**config.mk**
```make
export PLATFORM = sky130hd
export DESIGN_NAME = rpr_controller_flat
export DESIGN_NICKNAME = d
export VERILOG_FILES = /design/src/verilog/rpr_pkg.sv /design/src/verilog/rpr_link_if.sv /design/src/verilog/rpr_controller.sv /design/src/flat_wrapper.sv
export SDC_FILE = /design/constraint.sdc
export NUM_CORES = 1
export LEC_CHECK = 0
export BUFFER_PORTS_ARGS = -buffer_cell sky130_fd_sc_hd__buf_2
export CAP_MARGIN = 10
export CORE_MARGIN = 4
export CORE_UTILIZATION = 37
export DETAILED_ROUTE_END_ITERATION = 16
export PLACE_DENSITY = 0.59
export SLEW_MARGIN = 25
export SYNTH_ARGS = -nofsm -noshare
export SYNTH_HDL_FRONTEND = slang
export SYNTH_SLANG_ARGS = --single-unit
```
**constraint.sdc**
```tcl
create_clock -name ref_clk -period 3.1 [get_ports ref_clk]
set_input_delay 0.31 -clock ref_clk [delete_from_list [all_inputs] [get_ports ref_clk]]
set_output_delay 0.31 -clock ref_clk [all_outputs]
set_load 0.02 [all_outputs]
```
**src/verilog/rpr_pkg.sv**
```systemverilog
// constants and state types shared by both ends of the registered read-only memory link
// ==========================================================================
package rpr_pkg;

  // ========================================================================
  // array shape
  localparam int ADDR_W = 9;
  localparam int DATA_W = 8;
  localparam int WORDS = 512;
  localparam logic [DATA_W-1:0] DATA_ONES = 8'h00FF;
  localparam logic [DATA_W-1:0] DATA_ZERO = 8'h0000;

  // ========================================================================
  // timing: ref clock period and worst-case address setup, in ns
  localparam int CLK_PERIOD_NS = 40;
  localparam int ADDR_SETUP_NS = 60;
  // least time, so round up
  localparam int SETUP_CYC = (ADDR_SETUP_NS + CLK_PERIOD_NS - 1) / CLK_PERIOD_NS;
  localparam int CNT_W = 4;
  localparam logic [CNT_W-1:0] SETUP_LOAD = CNT_W'(SETUP_CYC - 1);
  localparam logic [CNT_W-1:0] CNT_ZERO = 4'h0000;

  // ========================================================================
  // device end state
  typedef struct packed {
    logic clk_prev;
    logic disabled;
    logic [DATA_W-1:0] data;
  } rpr_dev_state_type;

  localparam rpr_dev_state_type DEV_RESET = '{clk_prev: 1'b0, disabled: 1'b1, data: 8'h0000};

  // ========================================================================
  // controller end state
  typedef enum logic [1:0] {
    ST_IDLE = 2'b00,
    ST_SETUP = 2'b01,
    ST_HIGH = 2'b10
  } rpr_ctrl_phase_type;

  typedef struct packed {
    rpr_ctrl_phase_type phase;
    logic [CNT_W-1:0] cnt;
    logic clk;
    logic [ADDR_W-1:0] addr;
    logic sync_n;
    logic [DATA_W-1:0] data;
    logic driven;
    logic valid;
  } rpr_ctrl_state_type;

  localparam rpr_ctrl_state_type CTRL_RESET = '{phase: ST_IDLE, cnt: 4'h0000, clk: 1'b0,
    addr: 9'h0000, sync_n: 1'b1, data: 8'h0000, driven: 1'b0, valid: 1'b0};

endpackage

```
**src/verilog/rpr_link_if.sv**
```systemverilog
// interface joining the memory device end and its controller end
`timescale 1ns/10ps
`default_nettype none

interface rpr_link_if;
  import rpr_pkg::*;
  logic register_clock;
  logic [ADDR_W-1:0] word_addr;
  logic sync_enable_n;
  logic async_enable_n;
  logic register_preset_n;
  logic register_clear_n;
  logic [DATA_W-1:0] data_out;
  logic [DATA_W-1:0] data_oe;

  modport device (
    input register_clock, word_addr, sync_enable_n, async_enable_n,
    input register_preset_n, register_clear_n,
    output data_out, data_oe
  );

  modport ctrl (
    output register_clock, word_addr, sync_enable_n, async_enable_n,
    output register_preset_n, register_clear_n,
    input data_out, data_oe
  );
endinterface

`default_nettype wire

```
**src/verilog/rpr_controller.sv**
```systemverilog
// controller end: makes the register clock and runs single-word reads
`timescale 1ns/10ps
`default_nettype none

module rpr_controller
  import rpr_pkg::*;
(
  input wire logic ref_clk, // system clock
  input wire logic sys_rst, // sync reset, high
  rpr_link_if.ctrl link, // pins toward the memory
  input wire logic rd_valid, // read request
  output logic rd_ready, // request can be taken
  input wire logic [ADDR_W-1:0] rd_addr, // word to read
  input wire logic rd_disable, // clock with sync enable high instead
  input wire logic out_enable, // level for the async enable
  input wire logic preset_req, // hold register at ones
  input wire logic clear_req, // hold register at zero
  output logic [DATA_W-1:0] rd_data, // word seen after the edge
  output logic rd_driven, // memory was driving when sampled
  output logic rd_data_valid // one-cycle pulse with rd_data
);

  rpr_ctrl_state_type st_reg;
  rpr_ctrl_state_type st_next;
  logic force_busy;

  // no reads while preset or clear held
  assign force_busy = preset_req | clear_req;
  assign rd_ready = (st_reg.phase == ST_IDLE) & ~force_busy;

  // ========================================================================
  // read sequencer: low half covers address setup, high half waits for data
  always_comb begin
    st_next = st_reg;
    st_next.valid = 1'b0;
    case (st_reg.phase)
      ST_IDLE: begin
        st_next.clk = 1'b0;
        if (rd_valid && rd_ready) begin
          // address out, sync enable low for a read
          st_next.addr = rd_addr;
          st_next.sync_n = rd_disable;
          st_next.cnt = SETUP_LOAD;
          st_next.phase = ST_SETUP;
        end
      end
      ST_SETUP: begin
        if (st_reg.cnt == CNT_ZERO) begin
          st_next.clk = 1'b1;
          st_next.cnt = SETUP_LOAD;
          st_next.phase = ST_HIGH;
        end else begin
          st_next.cnt = st_reg.cnt - 4'h0001;
        end
      end
      ST_HIGH: begin
        if (st_reg.cnt == CNT_ZERO) begin
          st_next.clk = 1'b0;
          st_next.data = link.data_oe[0] ? link.data_out : DATA_ZERO;
          st_next.driven = link.data_oe[0];
          st_next.valid = 1'b1;
          st_next.phase = ST_IDLE;
        end else begin
          st_next.cnt = st_reg.cnt - 4'h0001;
        end
      end
      default: begin
        st_next = CTRL_RESET;
      end
    endcase
  end

  // ========================================================================
  // state register
  always_ff @(posedge ref_clk) begin
    if (sys_rst) begin
      st_reg <= CTRL_RESET;
    end else begin
      st_reg <= st_next;
    end
  end

  // ========================================================================
  // pins; address and sync enable held past the edge, free afterwards
  // inputs left as they were after the edge
  assign link.register_clock = st_reg.clk;
  assign link.word_addr = st_reg.addr;
  assign link.sync_enable_n = st_reg.sync_n;
  // tie out_enable high to leave the async enable always active
  assign link.async_enable_n = ~out_enable;
  // never both: clear takes precedence here
  assign link.register_clear_n = ~clear_req;
  assign link.register_preset_n = ~(preset_req & ~clear_req);
  assign rd_data = st_reg.data;
  assign rd_driven = st_reg.driven;
  assign rd_data_valid = st_reg.valid;

endmodule

`default_nettype wire

```
**src/flat_wrapper.sv**
```systemverilog
// flat-port wrapper written by rule: the top's interface ports become plain ports
module rpr_controller_flat import rpr_pkg::*;
  (ref_clk, sys_rst, rd_valid, rd_ready, rd_addr, rd_disable, out_enable, preset_req, clear_req, rd_data, rd_driven, rd_data_valid, link_register_clock, link_word_addr, link_sync_enable_n, link_async_enable_n, link_register_preset_n, link_register_clear_n, link_data_out, link_data_oe);
  rpr_link_if link_i ();
  input wire logic ref_clk;
  input wire logic sys_rst;
  input wire logic rd_valid;
  output logic rd_ready;
  input wire logic [ADDR_W-1:0] rd_addr;
  input wire logic rd_disable;
  input wire logic out_enable;
  input wire logic preset_req;
  input wire logic clear_req;
  output logic [DATA_W-1:0] rd_data;
  output logic rd_driven;
  output logic rd_data_valid;
  output wire logic [$bits(link_i.register_clock)-1:0] link_register_clock;
  output wire logic [$bits(link_i.word_addr)-1:0] link_word_addr;
  output wire logic [$bits(link_i.sync_enable_n)-1:0] link_sync_enable_n;
  output wire logic [$bits(link_i.async_enable_n)-1:0] link_async_enable_n;
  output wire logic [$bits(link_i.register_preset_n)-1:0] link_register_preset_n;
  output wire logic [$bits(link_i.register_clear_n)-1:0] link_register_clear_n;
  input wire logic [$bits(link_i.data_out)-1:0] link_data_out;
  input wire logic [$bits(link_i.data_oe)-1:0] link_data_oe;
  assign link_register_clock = link_i.register_clock;
  assign link_word_addr = link_i.word_addr;
  assign link_sync_enable_n = link_i.sync_enable_n;
  assign link_async_enable_n = link_i.async_enable_n;
  assign link_register_preset_n = link_i.register_preset_n;
  assign link_register_clear_n = link_i.register_clear_n;
  assign link_i.data_out = link_data_out;
  assign link_i.data_oe = link_data_oe;
  rpr_controller u_core (.ref_clk(ref_clk), .sys_rst(sys_rst), .link(link_i), .rd_valid(rd_valid), .rd_ready(rd_ready), .rd_addr(rd_addr), .rd_disable(rd_disable), .out_enable(out_enable), .preset_req(preset_req), .clear_req(clear_req), .rd_data(rd_data), .rd_driven(rd_driven), .rd_data_valid(rd_data_valid));
endmodule
```
==> results.cfg, run 1 <==
[status]
status = finished clean

[yosys]
synthMuxAreaShare_pct = 7.489
synthAdderAreaFrac_pct = 5.957
synthTopCellsByArea = dfxtp_1, buf_4, mux2i_1
post_synth_instance_area_um2 = 1470
yosysWarnings = 0
synthXorXnorAreaFrac_pct = 0
synth_top_family_by_area = compound AO/OA/AOI/OAI gates
synth_nets = 196
synth_edf_count = 0
async_flop_share_pct = 0
synth-seq-area-share_pct = 36.77
yosys.area_share.simple_pct = 17.28
synth-compound-area-share_pct = 17.36
synth-main-ff-cell = dfxtp_1
synth_top_cell_area_share_pct = 36.77
synthCells = 157
ys_seq_elements = 27
ys_types = 41
avgSynthCellArea_um2 = 9.364
yosys.area.top_type = dfxtp_1

[timing]
grt_setup_unrepaired = no
skew_ns = 0.007465
finalMaxSlewViolations = 0
hold_violations = 0
setup_violations = 0
slew-limit-headroom_pct = 53.94
finalCritPeriodShare_pct = 76.59
finalCriticalPeriod_ns = 2.374
tns_ns = 0
fmax_mhz = 421.2
tightest_slew_ns = 0.6909

[setup_path]
cp_max_fo = 19
cp_top_family = adder cells
arrival_ns = 2.06
path_class = reg -> out
crit_top_cell = inv_1
cp.required_ns = 2.79
worstPathCellList = inv_1, ha_1, inv_1, nor3_1, buf_2
cp_num_buf_inv = 3
crit_path_max_incr_delay_ns = 0.62
cp-end-kind = output pin
cp-start-kind = register
crit_path_top_delay_cell = ha_1

[clock_tree]
postCtsSetupBuffers = 0
root_buffer = clkbuf_8
clk_path_buf_depth = 2
cts_sinks = 27
cts_inserted_buffers = 3
clkLatencyLatePin_ns = 0.27
cts_tree = yes
path_clk_slew_ns = 0.09
cts.repair.resized = 0
cts_hold_buf = 0
cts_max_level = 1

[die]
initial_core_util_pct = 39.27
core_area_um2 = 3744
dieWidth_um = 71.04
rows = 22
die_y_um = 71.04
pin_count = 57
dieArea_um2 = 5046

[job]
max_cap_violations = 0

[final_layout]
final_common_cell = buf_2
design_area_um2 = 1633
diodes = 0
nNetsFinal = 224
final_util_pct = 43.62
drive_above_1_share_pct = 33.15
largest_register_ffs = 9
areaGrowthSynthToFinish_pct = 11.06
layout_common_cells = buf_2, dfxtp_1, nand2_1, nand3_1, mux2i_1

[grt]
grt_pass1_vias = 1161
grt_max_degree = 38
antenna_found_initial = 0
grt_pass1_wl_um = 5250
overflow = 0
grt.total_usage_pct = 12.55

[pwr]
irDropWorstVdd_v = 0.0005000
p_leak_nw = 0.7430
power_density_nw_per_um2 = 758.7

[routing]
firstDrtPassIters = 4
wl_per_cell_um = 13.58
routed_wl_um = 3150
drc_errors = 0
vias = 1201
drt-vias-per-instance = 5.177
initialDrtViolationCount = 18
ant_nets = 0

[placed_design]
dp_hpwl_um = 2346
routabilityCongestion = 0.8081
io_buffers = 49
place_area_um2 = 1587

[worst_hold_path]
hp-class = in -> reg
synthesized netlist by cell type, types with 3 or more instances:
cell,n
a32o_1,8
buf_2,3
buf_4,17
clkbuf_1,4
dfxtp_1,27
ha_1,7
inv_1,8
mux2i_1,11
nand2_1,16
nand3_1,11
nor2_1,4
nor3_1,3
layer usage:
| metal | global-route usage, % | up-vias | wire [um] |
|---|---|---|---|
| li1 | - | 599 | - |
| met1 | 15.12 | 572 | 1414 |
| met2 | 21.83 | 25 | 1516 |
| met3 | 3.267 | 5 | 184 |
| met4 | 3.758 | 0 | 34 |
| met5 | 0 | - | 0 |
cell families (layout without fill, tap and decap cells):
family / Yosys count / after routing
compound gates: 29 / 29
fa+ha+maj: 7 / 7
buf+inv: 35 / 62
flops: 27 / 27
mux: 11 / 11
simple gates: 48 / 48
cell type report:
type | count | area [um^2]
fill | 392 | 2111
timing repair buffer | 49 | 245.2
clock buffer | 3 | 41.29
tap | 48 | 60.06
inverter | 9 | 33.78
sequential | 27 | 540.5
clock inverter | 1 | 5.005
multi-input combinational | 95 | 706.9
final timing paths:
path	start	end	slack, ns	cells past startpoint
setup / recovery	u_core.st_reg[26]	rd_ready	0.73	5
hold / removal	link_data_out[4]	u_core.rd_data[4]	0.24	2
setup reg to reg	u_core.st_reg[25]	u_core.rd_data[1]	1.16	5
hold reg to reg	u_core.link.word_addr[7]	u_core.link.word_addr[7]	0.46	2
power breakdown:
| group | switching [W] | internal, W |
|---|---|---|
| clock | 0.000106 | 0.0000900 |
| sequential | 0.0000380 | 0.000407 |
| combinational | 0.000365 | 0.000233 |
| total | 0.000508 | 0.000730 |
worst register-to-register path: stages (launching register included):
cell     delay [ns]
dfxtp_1        0.42
inv_1          0.11
ha_1           0.46
nor4b_1        0.33
and3_1         0.39
a32o_1         0.18
metrics by stage:
stage | power, W | cells | setup slack [ns] | hold WS, ns
final | 0.001239 | 232 | 0.7256 | 0.2420
after global routing | 0.001331 | 232 | 0.5280 | 0.2378
after detailed placement | 0.001053 | 228 | 0.9974 | 0.4490
after floorplan | 0.0009900 | 157 | 1.401 | 0.4351
after global placement | 0.001034 | 228 | 1.059 | 0.4402
after CTS | 0.001255 | 232 | 0.6861 | 0.2349
Note: power is estimated with default switching activity, not from simulation.
==> run 2: changes to the inputs <==
==> constraint.sdc (replaced) <==
create_clock -name ref_clk -period 2.4 [get_ports ref_clk]
set_input_delay 0.24 -clock ref_clk [delete_from_list [all_inputs] [get_ports ref_clk]]
set_output_delay 0.24 -clock ref_clk [all_outputs]
set_load 0.02 [all_outputs]
==> results.cfg, run 2 (synthesized netlist as in run 1, its figures left out) <==
[status]
status = finished clean

[timing]
fmax_mhz = 526.7
hold_violations = 0
grt_setup_unrepaired = no
finalMaxSlewViolations = 0
slew-limit-headroom_pct = 64.59
tns_ns = 0
finalCritPeriodShare_pct = 79.11
setup_violations = 0
finalCriticalPeriod_ns = 1.899
tightest_slew_ns = 0.5301
skew_ns = 0.004830

[clock_tree]
clkLatencyLatePin_ns = 0.27
cts_sinks = 27
cts.repair.resized = 0
cts_hold_buf = 0
path_clk_slew_ns = 0.10
root_buffer = clkbuf_8
cts_max_level = 1
clk_path_buf_depth = 2
cts_inserted_buffers = 3
cts_tree = yes
postCtsSetupBuffers = 0

[grt]
grt_pass1_vias = 1196
grt.total_usage_pct = 13.14
antenna_found_initial = 0
grt_pass1_wl_um = 5457
grt_max_degree = 20
overflow = 0

[placed_design]
routabilityCongestion = 0.8426
io_buffers = 49
dp_hpwl_um = 2435

[final_layout]
diodes = 0
areaGrowthSynthToFinish_pct = 12.77
fillers = 379
drive_above_1_share_pct = 34.22
nNetsFinal = 227
layout_common_cells = buf_2, dfxtp_1, nand2_1, nand3_1, mux2i_1
largest_register_ffs = 9
final_common_cell = buf_2

[setup_path]
r2r_cells = 5
worstReg2RegStart = u_core.st_reg[25]
reg2reg_slack_ns = 0.64
crit_cells = 5
cp-end-kind = output pin
endpoint = rd_ready
reg2reg_to = u_core.link.word_addr[4]
crit_path_max_incr_delay_ns = 0.36
arrival_ns = 1.66
cp.required_ns = 2.16
crit_path_top_delay_cell = dfxtp_1
path_class = reg -> out
setup.worst_path.start = u_core.st_reg[26]
cp_top_family = buffers and inverters
worstPathCellList = inv_1, ha_1, inv_1, nor3_1, buf_2
crit_top_cell = inv_1
cp_num_buf_inv = 3
cp-start-kind = register
cp_max_fo = 8

[die]
rows = 22
dieWidth_um = 71.04
dieArea_um2 = 5046
die_y_um = 71.04
initial_core_util_pct = 39.27
core_area_um2 = 3744
pin_count = 57

[worst_hold_path]
hp-class = in -> reg

[pwr]
p_total_w = 0.001633
p_leak_nw = 0.7528
power_density_nw_per_um2 = 984.7
irDropWorstVdd_v = 0.0004314

[routing]
drc_errors = 0
drt-vias-per-instance = 5.038
firstDrtPassIters = 4
routed_wl_um = 3198
initialDrtViolationCount = 37
wl_per_cell_um = 13.61
ant_nets = 0
vias = 1184

[job]
max_cap_violations = 0
==> run 2: final cells by class <==
type                            count  area (um^2)  area share [%]
Timing Repair Buffer               52        267.8           16.15
Clock buffer                        3        41.29           2.491
Sequential cell                    27        540.5           32.60
Clock inverter                      1        7.507          0.4528
Tap cell                           48        60.06           3.623
Inverter                            9        33.78           2.038
Multi-Input combinational cell     95        706.9           42.64
==> run 2: through the flow <==
step | std cells | hold WS (ns) | util (%) | setup slack, ns | area, um^2
after global placement | 231 | 0.4401 | 42.98 | 0.7118 | 1609
final | 235 | 0.1707 | 44.28 | 0.5014 | 1658
after global routing | 235 | 0.1579 | 44.28 | 0.3680 | 1658
after detailed placement | 231 | 0.4481 | 42.98 | 0.6353 | 1609
after CTS | 235 | 0.1674 | 44.28 | 0.4785 | 1658
after floorplan | 157 | 0.3658 | - | 0.7706 | 1470
==> run 2: power by group <==
part,switching [W],internal (W),leakage (nW)
combinational,0.000472,0.000321,0.512
sequential,0.0000487,0.000526,0.219
clock,0.000147,0.000118,0.0217
total,0.000668,0.000965,0.753
==> run 2: worst min-delay path by stage <==
stage / from / endpoint / slack (ns) / cells past startpoint
6_report: link_data_out[0] / u_core.rd_data[0] / 0.17 / 2
5_1_grt: link_data_out[6] / u_core.rd_data[6] / 0.16 / 2
4_1_cts: link_data_out[0] / u_core.rd_data[0] / 0.17 / 2
3_5_place_dp: u_core.link.word_addr[5] / u_core.link.word_addr[5] / 0.45 / 2
3_3_place_gp: u_core.link.word_addr[5] / u_core.link.word_addr[5] / 0.44 / 2
2_1_floorplan: link_data_out[0] / u_core.rd_data[0] / 0.37 / 1
==> run 2: layer usage <==
| layer | wire length, um | GRT usage (%) | part of all wire (%) | vias up |
|---|---|---|---|---|
| met3 | 207 | 3.125 | 6.5 | 4 |
| met4 | 36 | 4.384 | 1.1 | 0 |
| met1 | 1400 | 15.48 | 44 | 548 |
| li1 | - | - | - | 606 |
| met2 | 1554 | 23.27 | 49 | 26 |
| met5 | 0 | 0 | 0 | - |
